### config.mk
export PLATFORM = sky130hd
export DESIGN_NAME = pagp_port_a
export DESIGN_NICKNAME = d
export VERILOG_FILES = /design/src/pagp_sync.v /design/src/pagp_port_a.v
export VERILOG_INCLUDE_DIRS = /design/src /design/src/src
export SDC_FILE = /design/constraint.sdc
export NUM_CORES = 1
export LEC_CHECK = 0
export BUFFER_PORTS_ARGS = -buffer_cell sky130_fd_sc_hd__buf_4
export CAP_MARGIN = 20
export CORE_MARGIN = 1.5
export CORE_UTILIZATION = 46
export CTS_CLUSTER_DIAMETER = 80
export DETAILED_ROUTE_END_ITERATION = 6
export PLACE_DENSITY = 0.73
export SETUP_SLACK_MARGIN = 0.5
export SLEW_MARGIN = 15
export SYNTH_ARGS = -nofsm -noshare
export SYNTH_HDL_FRONTEND = slang
export SYNTH_SLANG_ARGS = --single-unit
### constraint.sdc
create_clock -name ref_clk -period 5.5 [get_ports ref_clk]
set_input_delay 0.825 -clock ref_clk [delete_from_list [all_inputs] [get_ports ref_clk]]
set_output_delay 0.825 -clock ref_clk [all_outputs]
set_load 0.01 [all_outputs]
### src/pagp_defs.vh
// constants shared by the port A general purpose i/o block
`ifndef PAGP_DEFS_VH
`define PAGP_DEFS_VH

// ******************************************************
// port geometry
// ******************************************************
`define PAGP_PORT_W        8
`define PAGP_ALL_PORT_PINS 26
`define PAGP_BIT6          6
`define PAGP_BIT7          7
`define PAGP_LOW_MSB       5

// ******************************************************
// register indices, byte address is four times these
// ******************************************************
`define PAGP_IDX_W         8
`define PAGP_IDX_DATA      8'h00
`define PAGP_IDX_DIR       8'h04
`define PAGP_IDX_PULLUP    8'h0D
`define PAGP_IDX_TOPPU     8'h0E
`define PAGP_IDX_KBD       8'h1B

// ******************************************************
// bus address split
// ******************************************************
`define PAGP_IDX_LSB       2
`define PAGP_IDX_MSB       9
`define PAGP_UPPER_LSB     10
`define PAGP_HTRANS_ACT    1
`define PAGP_HRESP_OKAY    1'b0

// ******************************************************
// field positions
// ******************************************************
`define PAGP_SEL_BIT       7
`define PAGP_TOPPU_BIT     7

// ******************************************************
// reset values
// ******************************************************
`define PAGP_RST_DIR       8'h00
`define PAGP_RST_PULLUP    8'h00
`define PAGP_RST_TOPPU     1'b0
`define PAGP_RST_KBD       8'h00
`define PAGP_RST_PINS      8'h00
`define PAGP_RST_WORD      32'h00000000

`endif

### src/pagp_sync.v
// two flip-flop synchroniser for pins and outside levels
`timescale 1ns/10ps

module pagp_sync #(
   parameter WIDTH = 8
) (
   // clock
   input  wire             ref_clk,
   // asynchronous levels in
   input  wire [WIDTH-1:0] async_in,
   // synchronised levels out
   output reg  [WIDTH-1:0] sync_out
);

   // ******************************************************
   // stages
   // ******************************************************
   // first stage feeds only the second stage
   reg [WIDTH-1:0] stage1;

   always @(posedge ref_clk) begin
      stage1   <= async_in;
      sync_out <= stage1;
   end

endmodule // pagp_sync

### src/pagp_port_a.v
// port A general purpose i/o with pull-ups over an ahb-lite slave
`timescale 1ns/10ps
`include "pagp_defs.vh"

module pagp_port_a (
   // clock and reset
   input  wire        ref_clk,
   input  wire        rst_n,
   // ahb-lite slave
   input  wire        hsel,
   input  wire [31:0] haddr,
   input  wire [1:0]  htrans,
   input  wire        hwrite,
   input  wire [2:0]  hsize,
   input  wire [31:0] hwdata,
   input  wire        hready,
   output reg         hreadyout,
   output reg         hresp,
   output reg  [31:0] hrdata,
   // port pins
   input  wire [7:0]  pin_in,
   output reg  [7:0]  pin_out,
   output reg  [7:0]  pin_oe,
   output reg  [7:0]  pin_pullup_en,
   // oscillator sharing on bit 6
   input  wire        oscillator_type_select,
   input  wire        rc_oscillator_clock,
   // keyboard interrupt unit side
   output reg  [7:0]  keyboard_pin_irq_enable,
   output reg  [7:0]  keyboard_pin_level
);

   // ******************************************************
   // functions
   // ******************************************************
   // word hit: aligned, in range, index matches
   function reg_hit;
      input [31:0]              addr;
      input [`PAGP_IDX_W-1:0]   idx;
      begin
         reg_hit = (addr[31:`PAGP_UPPER_LSB] == 22'h000000) &&
                   (addr[`PAGP_IDX_LSB-1:0] == 2'h0) &&
                   (addr[`PAGP_IDX_MSB:`PAGP_IDX_LSB] == idx);
      end
   endfunction

   // per-bit pick of latch or pin by direction
   function [7:0] gpio_read;
      input [7:0] dir_v;
      input [7:0] latch_v;
      input [7:0] pin_v;
      begin
         gpio_read = (dir_v & latch_v) | (~dir_v & pin_v);
      end
   endfunction

   // ******************************************************
   // synchronisers
   // ******************************************************
   wire [9:0] sync_bus;
   wire [7:0] pin_sync;
   wire       osc_xtal;
   wire       rc_clk_sync;

   pagp_sync #(
      .WIDTH    (10)
   ) u_sync (
      .ref_clk  (ref_clk),
      .async_in ({rc_oscillator_clock, oscillator_type_select, pin_in}),
      .sync_out (sync_bus)
   );

   assign pin_sync    = sync_bus[7:0];
   assign osc_xtal    = sync_bus[8];
   assign rc_clk_sync = sync_bus[9];

   // ******************************************************
   // registers
   // ******************************************************
   reg  [7:0]            port_a_data_latch;
   reg  [7:0]            port_a_direction;
   reg  [7:0]            port_a_pullup_enable;
   reg                   top_pin_pullup_enable;
   reg  [7:0]            keyboard_irq_enable_reg;

   reg  [7:0]            next_port_a_data_latch;
   reg  [7:0]            next_port_a_direction;
   reg  [7:0]            next_port_a_pullup_enable;
   reg                   next_top_pin_pullup_enable;
   reg  [7:0]            next_keyboard_irq_enable_reg;

   // data phase bookkeeping
   reg                   wr_pend;
   reg  [31:0]           wr_addr;

   // ******************************************************
   // address phase decode
   // ******************************************************
   wire take;
   wire take_rd;

   // hsize is ignored: only whole-word transfers are expected
   assign take    = hsel & htrans[`PAGP_HTRANS_ACT] & hready;
   assign take_rd = take & ~hwrite;

   // ******************************************************
   // next register values
   // ******************************************************
   always @* begin
      next_port_a_data_latch       = port_a_data_latch;
      next_port_a_direction        = port_a_direction;
      next_port_a_pullup_enable    = port_a_pullup_enable;
      next_top_pin_pullup_enable   = top_pin_pullup_enable;
      next_keyboard_irq_enable_reg = keyboard_irq_enable_reg;
      if (wr_pend) begin
         if (reg_hit(wr_addr, `PAGP_IDX_DATA)) begin
            // latch follows every write, input or output
            next_port_a_data_latch = hwdata[7:0];
         end
         if (reg_hit(wr_addr, `PAGP_IDX_DIR)) begin
            next_port_a_direction = hwdata[7:0];
         end
         if (reg_hit(wr_addr, `PAGP_IDX_PULLUP)) begin
            next_port_a_pullup_enable = hwdata[7:0];
         end
         if (reg_hit(wr_addr, `PAGP_IDX_TOPPU)) begin
            next_top_pin_pullup_enable = hwdata[`PAGP_TOPPU_BIT];
         end
         if (reg_hit(wr_addr, `PAGP_IDX_KBD)) begin
            next_keyboard_irq_enable_reg = hwdata[7:0];
         end
      end
   end

   // ******************************************************
   // register storage
   // ******************************************************
   // latch has no reset so contents survive a system reset
   always @(posedge ref_clk) begin
      port_a_data_latch <= next_port_a_data_latch;
   end

   always @(posedge ref_clk) begin
      if (!rst_n) begin
         port_a_direction        <= `PAGP_RST_DIR;
         port_a_pullup_enable    <= `PAGP_RST_PULLUP;
         top_pin_pullup_enable   <= `PAGP_RST_TOPPU;
         keyboard_irq_enable_reg <= `PAGP_RST_KBD;
      end else begin
         port_a_direction        <= next_port_a_direction;
         port_a_pullup_enable    <= next_port_a_pullup_enable;
         top_pin_pullup_enable   <= next_top_pin_pullup_enable;
         keyboard_irq_enable_reg <= next_keyboard_irq_enable_reg;
      end
   end

   // ******************************************************
   // bit 6 sharing
   // ******************************************************
   wire bit6_pin_io_select;
   wire bit6_gpio;
   wire bit6_clk_out;
   wire next_bit6_gpio;

   assign bit6_pin_io_select = port_a_pullup_enable[`PAGP_SEL_BIT];

   // crystal option hands the pin to the oscillator
   assign bit6_gpio    = ~osc_xtal & bit6_pin_io_select;
   assign bit6_clk_out = ~osc_xtal & ~bit6_pin_io_select;

   // forwarded copy so a read right after a write sees new mode
   assign next_bit6_gpio = ~osc_xtal &
                           next_port_a_pullup_enable[`PAGP_SEL_BIT];

   // ******************************************************
   // pin drive
   // ******************************************************
   wire [7:0] pu_bits;
   wire [7:0] gp_mask;

   assign pu_bits = {top_pin_pullup_enable,
                     port_a_pullup_enable[`PAGP_BIT6:0]};

   // bit 6 drops out of gpio use unless selected with the crystal option off
   assign gp_mask = {1'b1, bit6_gpio, {(`PAGP_LOW_MSB+1){1'b1}}};

   always @(posedge ref_clk) begin
      if (!rst_n) begin
         pin_out       <= `PAGP_RST_PINS;
         pin_oe        <= `PAGP_RST_PINS;
         pin_pullup_en <= `PAGP_RST_PINS;
      end else begin
         pin_out       <= port_a_data_latch;
         pin_oe        <= port_a_direction & gp_mask;
         // pull-up only on inputs, never on outputs
         pin_pullup_en <= pu_bits & ~port_a_direction & gp_mask;
         if (bit6_clk_out) begin
            // select bit overrides direction, pull-up and keyboard
            pin_out[`PAGP_BIT6]       <= rc_clk_sync;
            pin_oe[`PAGP_BIT6]        <= 1'b1;
            pin_pullup_en[`PAGP_BIT6] <= 1'b0;
         end
      end
   end

   // ******************************************************
   // keyboard interrupt unit feed
   // ******************************************************
   always @(posedge ref_clk) begin
      if (!rst_n) begin
         keyboard_pin_irq_enable <= `PAGP_RST_KBD;
         keyboard_pin_level      <= `PAGP_RST_PINS;
      end else begin
         // only pins in gpio use may act as interrupt inputs
         keyboard_pin_irq_enable <= keyboard_irq_enable_reg &
                                    gp_mask;
         keyboard_pin_level      <= pin_sync & gp_mask;
      end
   end

   // ******************************************************
   // read data
   // ******************************************************
   // built from next values so back to back write-read stays coherent
   reg [7:0] rd_byte;
   reg [7:0] data_rd;

   always @* begin
      data_rd = gpio_read(next_port_a_direction,
                          next_port_a_data_latch,
                          pin_sync);
      if (!next_bit6_gpio) begin
         data_rd[`PAGP_BIT6] = 1'b0;
      end
      rd_byte = 8'h00;
      if (reg_hit(haddr, `PAGP_IDX_DATA)) begin
         rd_byte = data_rd;
      end
      if (reg_hit(haddr, `PAGP_IDX_DIR)) begin
         rd_byte = next_port_a_direction;
      end
      if (reg_hit(haddr, `PAGP_IDX_PULLUP)) begin
         rd_byte = next_port_a_pullup_enable;
      end
      if (reg_hit(haddr, `PAGP_IDX_TOPPU)) begin
         rd_byte[`PAGP_TOPPU_BIT] = next_top_pin_pullup_enable;
      end
      if (reg_hit(haddr, `PAGP_IDX_KBD)) begin
         rd_byte = next_keyboard_irq_enable_reg;
      end
   end

   // ******************************************************
   // ahb-lite slave
   // ******************************************************
   // zero wait states, so hreadyout never drops
   always @(posedge ref_clk) begin
      if (!rst_n) begin
         hreadyout <= 1'b1;
         hresp     <= `PAGP_HRESP_OKAY;
         hrdata    <= `PAGP_RST_WORD;
         wr_pend   <= 1'b0;
         wr_addr   <= `PAGP_RST_WORD;
      end else begin
         hreadyout <= 1'b1;
         hresp     <= `PAGP_HRESP_OKAY;
         wr_pend   <= take & hwrite;
         if (take) begin
            wr_addr <= haddr;
         end
         if (take_rd) begin
            hrdata <= {24'h000000, rd_byte};
         end else begin
            hrdata <= `PAGP_RST_WORD;
         end
      end
   end

endmodule // pagp_port_a

==> flow_metrics.py, run 1 <==
metrics = {
    "status": {
        "status": "finished clean",
    },
    "cts": {
        "htreeDepth": 4,
        "cts.clk_slew.worst_paths_ns": 0.06,
        "insertion_delay_ns": 0.51,
        "clock_path_buffers": 2,
        "cts_tree": "yes",
        "cts.sinks": 134,
        "post_cts_buffers": 0,
        "cts_buffers": 17,
        "ctsResizeCount": 0,
        "cts-hold-fix-buffers": 0,
        "root_buffer": "clkbuf_8",
    },
    "synthesis": {
        "synth_top_flop_cell": "dfxtp_1",
        "yosys.area_share.simple_pct": 23.0,
        "synthXorXnorAreaFrac_pct": 0.175,
        "seq_area_frac_synth_pct": 53.7,
        "synth_area_per_cell_um2": 9.86,
        "synthMuxAreaShare_pct": 6.63,
        "synth_area_um2": 5000,
        "synth_cell_types": 46,
        "synthMostInstantiatedCell": "dfxtp_1",
        "ys_ff_latch": 134,
        "yosys.area.top_type": "dfxtp_1",
        "synthArstFlopShare_pct": 0,
        "synth_top_area_share_pct": 53.7,
        "synth_edf_count": 0,
        "synth.area.top_cells": "dfxtp_1, nand2_1, a21boi_0",
        "synth_top_family_by_area": "simple AND/OR/NAND/NOR gates",
        "ys_warn_count": 0,
        "synth_common_cells": "dfxtp_1, nand2_1, a21boi_0",
        "synth-compound-area-share_pct": 10.2,
        "synthAdderAreaFrac_pct": 0,
        "synthCells": 507,
    },
    "sta": {
        "clock-skew-final_ns": 0.0168,
        "hold_violations": 0,
        "period_share_pct": 53.0,
        "fmaxAchievable_mhz": 343,
        "tns_ns": 0,
        "maxSlewViolCount": 0,
        "setup_ws_ns": 2.58,
        "hold_ws_ns": 0.327,
        "tightest_slew_ns": 0.762,
        "relSlewSlack_pct": 49.2,
        "finalSetupViolCount": 0,
        "post-route-min-period_ns": 2.92,
        "rsz0062_at_grt": "no",
    },
    "detailed_routing": {
        "wl_per_cell_um": 14.8,
        "drc": 0,
        "drt_iter0_drc": 138,
        "first_pass_iters": 4,
        "post_drt_via_cell_ratio": 5.03,
        "drt-total-wl_um": 11200,
        "via_count": 3814,
        "ant_nets": 0,
    },
    "power": {
        "p_switching_mw": 0.550,
        "seq_power_share_pct": 46.7,
        "intPower_mw": 1.65,
        "p_clk_share_pct": 47.0,
        "p_sw_share_pct": 25.0,
        "p_per_area_nw_per_um2": 347,
        "power_leakage_nw": 2.57,
        "peakVddDrop_mv": 0.163,
        "p_comb_share_pct": 6.3,
    },
    "cells_and_area": {
        "drive_gt1_share_pct": 24.9,
        "fin_area_um2": 6330,
        "area_growth_pct": 26.7,
        "reg.largest.list": "wr_addr (32), u_sync.stage1 (10), u_sync.sync_out (10)",
        "nFillCells": 889,
        "regMostFlops": "wr_addr",
        "largest_register_ffs": 32,
        "nNetsFinal": 693,
        "finalNonFillerCells": 758,
        "diodes": 0,
    },
    "floorplanning": {
        "fp-row-count": 37,
        "initial_core_util_pct": 48.0,
        "coreArea_um2": 10400,
        "dieWidth_um": 107,
        "die_area_um2": 11500,
        "ioPinCount": 158,
        "die_h_um": 107,
    },
    "worst_hold_path": {
        "min_path_type": "reg2reg",
    },
    "critical_path": {
        "crit_chain": "or4_1 > nor2_1 > nand4_1 > mux2i_1 > o41a_1 > a221oi_2",
        "crit_type": "reg2reg",
        "required_ns": 5.91,
        "crit_path_start_kind": "flip-flop",
        "crit_slowest_cell": "nand4_1",
        "arrival_ns": 3.33,
        "cp-end-kind": "flip-flop",
        "path_max_fanout": 8,
        "cpPeakStageDelay_ns": 0.65,
    },
    "placement": {
        "dp.cells": 726,
        "gp_congestion": 0.836,
        "placed_area_um2": 5780,
        "hpwl_um": 7560,
        "io_buffers": 103,
        "dp_slack_ns": 2.10,
    },
    "global_route": {
        "grtUsageTotal_pct": 19.8,
        "first_global_vias": 3651,
        "grt_max_degree": 98,
        "antenna_found_initial": 0,
        "grt_first_pass_wirelength_um": 17500,
        "gr-total-overflow": 0,
    },
    "flow_run": {
        "maxCapViolations": 0,
    },
}
## routing by layer
metal	global-route usage, %	wire length, um	vias up
met2	32.7	5360	123
met4	6.86	102	0
met5	0	0	-
li1	-	-	1898
met1	25.2	5040	1785
met3	4.68	687	8
## per-stage QoR
stage               total power, mW  utilization, %
floorplan                      1.13               -
global placement               1.18            55.3
detailed placement             1.19            55.5
CTS                            2.22            60.8
global route                   2.29            60.8
finish                         2.20            60.8
## critical path, delay by kind of cell, from the launching register on
family	cells	cell delay, ns
compound gates	2	0.68
flops	1	0.32
mux	1	0.32
simple gates	3	1.51
## layout by cell type (no fill, tap or decap), drive strengths merged, types with 4 or more instances in the layout
master    synthesis  final
dfxtp           134    134
a21boi           34     34
clkbuf           20     17
nand3            12     12
nor2b            24     24
nor4             16     16
or4               4      4
mux2              9      9
and2             30     30
o22a              6      6
clkinv            0      5
nor2             20     20
nand2            73     73
mux2i            23     23
a31oi             7      7
conb              2     26
o21ai             9      9
nor3              8      8
buf              27    106
and3b             4      4
clkinvlp          0      4
inv               7     13
nand4             7      7
## power by group through the flow
stage	Combinational (mW)	Sequential (mW)	Clock [mW]
final	0.140	1.03	1.03
after global routing	0.153	1.03	1.10
after CTS	0.140	1.03	1.05
after detailed placement	0.139	1.05	0
after global placement	0.135	1.05	0
after floorplan	0.0825	1.05	0
## logic make-up after synthesis
group,after synthesis
flops,134
xor+xnor,1
simple gates,216
compound gates,68
other cells,2
mux,32
buf+inv,54
## cell type report
class	instances	area, um2	area share [%]
Sequential cell	134	2680	42.3
Multi-Input combinational cell	343	2100	33.1
Timing Repair Buffer	106	803	12.7
Clock buffer	17	414	6.54
Tap cell	136	170	2.69
Clock inverter	15	141	2.23
Inverter	7	26.3	0.415
## path summary, 6_finish.rpt
path                            slack, ns                         end                     start  cells after the start
worst min-delay path                 0.33  u_sync.sync_out[6]$_DFF_P_  u_sync.stage1[6]$_DFF_P_                      0
worst min register to register       0.33  u_sync.sync_out[6]$_DFF_P_  u_sync.stage1[6]$_DFF_P_                      0
worst max-delay path                 2.58        hrdata[6]$_SDFF_PN0_  wr_addr[15]$_SDFFE_PN0P_                      6
worst max register to register       2.58        hrdata[6]$_SDFF_PN0_  wr_addr[15]$_SDFFE_PN0P_                      6
Note: power is estimated with default switching activity, not from simulation.
==> inputs of run 2 (changes only) <==
- ABC_AREA: unset -> 1
- PLACE_DENSITY: 0.73 -> 0.76
- clock period: 5.5 -> 2.55 ns (I/O delays scaled with it)
==> flow_metrics.py, run 2 <==
metrics = {
    "flow_run": {
        "maxCapViolations": 0,
    },
    "cells_and_area": {
        "final_cell_mix": "dfxtp_1, nand2_1, buf_4",
        "regMostFlops": "wr_addr",
        "reg.largest.list": "wr_addr (32), u_sync.stage1 (10), u_sync.sync_out (10)",
        "largest_register_ffs": 32,
        "fin_util_pct": 61.6,
        "nNetsFinal": 869,
        "area_growth_pct": 30.4,
        "diodes": 0,
        "drive_gt1_share_pct": 21.4,
        "mostFrequentLayoutCell": "dfxtp_1",
    },
    "power": {
        "p_switching_mw": 1.13,
        "peakVddDrop_mv": 0.482,
        "seq_power_share_pct": 44.7,
        "intPower_mw": 3.80,
        "p_clk_share_pct": 47.7,
        "power_leakage_nw": 3.35,
        "p_comb_share_pct": 7.6,
        "p_per_area_nw_per_um2": 738,
        "p_sw_share_pct": 23.0,
    },
    "synthesis": {
        "synth_cell_types": 30,
        "synth.area.top_cells": "dfxtp_1, nand2_1, inv_1",
        "synth_top_area_share_pct": 52.3,
        "synthCells": 667,
        "synth_common_cells": "dfxtp_1, nand2_1, inv_1",
        "synth_area_um2": 5120,
        "synth_edf_count": 0,
        "yosys.area.top_type": "dfxtp_1",
        "ys_ff_latch": 134,
        "synthArstFlopShare_pct": 0,
        "ys_warn_count": 0,
        "synth_area_per_cell_um2": 7.68,
        "synth_top_flop_cell": "dfxtp_1",
        "synthMostInstantiatedCell": "dfxtp_1",
        "seq_area_frac_synth_pct": 52.3,
    },
    "cts": {
        "clock_path_buffers": 2,
        "cts.sinks": 134,
        "cts.clk_slew.worst_paths_ns": 0.06,
        "root_buffer": "clkbuf_8",
        "cts_tree": "yes",
        "insertion_delay_ns": 0.53,
        "cts_buffers": 17,
        "htreeDepth": 4,
    },
    "detailed_routing": {
        "drt-total-wl_um": 11600,
        "drt_iter0_drc": 248,
        "via_count": 4457,
        "post_drt_via_cell_ratio": 4.75,
        "ant_nets": 0,
        "first_pass_iters": 5,
        "wl_per_cell_um": 12.4,
        "drc": 0,
    },
    "floorplanning": {
        "dieWidth_um": 109,
        "die_h_um": 109,
        "coreArea_um2": 10800,
        "fp-row-count": 38,
        "ioPinCount": 158,
        "die_area_um2": 11800,
        "initial_core_util_pct": 47.3,
    },
    "sta": {
        "tns_ns": 0,
        "post-route-min-period_ns": 1.96,
        "maxSlewViolCount": 0,
        "hold_violations": 0,
        "finalSetupViolCount": 0,
        "period_share_pct": 77.0,
        "fmaxAchievable_mhz": 509,
        "clock-skew-final_ns": 0.00724,
        "tightest_slew_ns": 0.616,
        "rsz0062_at_grt": "yes",
        "relSlewSlack_pct": 58.8,
    },
    "placement": {
        "io_buffers": 103,
        "gp_congestion": 0.854,
        "hpwl_um": 7930,
    },
    "status": {
        "status": "finished clean",
    },
    "critical_path": {
        "cpPeakStageDelay_ns": 0.44,
        "crit_path_start_kind": "flip-flop",
        "required_ns": 2.95,
        "crit_type": "reg2reg",
        "crit_chain": "nor2_2 > nand3_1 > nor4_1 > nand2_4 > o21ai_1 > inv_1 > o21ai_0 > a21oi_1",
        "crit_slowest_cell": "nor4_1",
        "critical_path.top_delay_family": "simple AND/OR/NAND/NOR gates",
        "path_max_fanout": 16,
        "arrival_ns": 2.37,
        "cp-end-kind": "flip-flop",
        "critPathBufInv": 1,
    },
    "global_route": {
        "antenna_found_initial": 0,
        "gr-total-overflow": 0,
        "grt_max_degree": 37,
        "first_global_vias": 4127,
        "grt_first_pass_wirelength_um": 18200,
        "grtUsageTotal_pct": 20.6,
    },
    "worst_hold_path": {
        "min_path_type": "in2reg",
    },
}
==> run 2: changes by cell type after synthesis, sizes merged, moves of 30 or more <==
| cell | previous run | this run |
|---|---|---|
| inv | 7 | 112 |
| o21ai | 9 | 80 |
| nand2 | 73 | 125 |
| nor2 | 20 | 70 |
| a21oi | 0 | 43 |
| a21boi | 34 | 0 |
| and2 | 30 | 0 |
==> run 2: cell families (layout without fill, tap and decap cells) <==
logic type	Yosys count	count (layout)	synth area share (%)
AO/OA/AOI/OAI	124	124	12.5
buffers and inverters	163	270	14.4
flip-flops	134	134	52.3
other	2	26	0.147
AND/OR/NAND/NOR	244	244	20.7
==> run 2: tightest hold or removal path, stage by stage <==
cell and delay, ns:
buf_4 0.11, nand3_1 0.07, nand2_1 0.08
==> run 2: path summary, 6_finish.rpt <==
| path | startpoint | end | slack, ns | cells past startpoint |
|---|---|---|---|---|
| setup / recovery | wr_addr[8]$_SDFFE_PN0P_ | hrdata[1]$_SDFF_PN0_ | 0.59 | 8 |
| hold / removal | hwdata[1] | port_a_data_latch[1]$_DFF_P_ | 0.14 | 3 |
| setup reg to reg | wr_addr[8]$_SDFFE_PN0P_ | hrdata[1]$_SDFF_PN0_ | 0.59 | 8 |
| hold reg to reg | u_sync.stage1[8]$_DFF_P_ | u_sync.sync_out[8]$_DFF_P_ | 0.33 | 0 |
==> run 2: final cells by class <==
class                   count  area (um2)
clock buffers              21         459
inverters                 113         424
flip-flops and latches    134        2680
repair buffers            125         963
well taps                 140         175
multi-input cells         394        1850
clock inverters            11         124
fillers                   934        4160
==> run 2: routing by layer <==
metal | wire [um] | track usage [%] | vias up
met5 | 0 | 0 | -
met4 | 216 | 11.2 | 0
met1 | 4970 | 24.0 | 1990
met2 | 5610 | 34.1 | 186
met3 | 818 | 5.79 | 18
li1 | - | - | 2263
==> run 2: power by group through the flow <==
stage                     logic [mW]  registers (mW)  clock network (mW)
final                          0.375            2.21                2.35
after CTS                      0.348            2.21                2.40
after global placement         0.324            2.25                   0
after floorplan                0.210            2.25                   0
after global routing           0.415            2.21                2.48
after detailed placement       0.333            2.25                   0
==> run 2: per-stage QoR <==
stage	worst slack (ns)	cells	instance area (um2)	hold WS (ns)	total power, mW
global placement	0.471	892	5920	0.311	2.57
CTS	0.504	934	6600	0.106	4.95
floorplan	0.921	691	5220	0.310	2.46
detailed placement	0.387	892	5920	0.312	2.58
global route	0.467	938	6680	0.125	5.11
finish	0.586	938	6680	0.141	4.93
==> run 2: timing repair <==
item                                   4_1_cts  5_1_grt
gates resized for setup                      1       10
setup endpoints to repair                    2        8
endpoints found under the hold margin       10        0
hold buffers                                10        0
pin swaps                                    0        2
setup buffers                                0        4
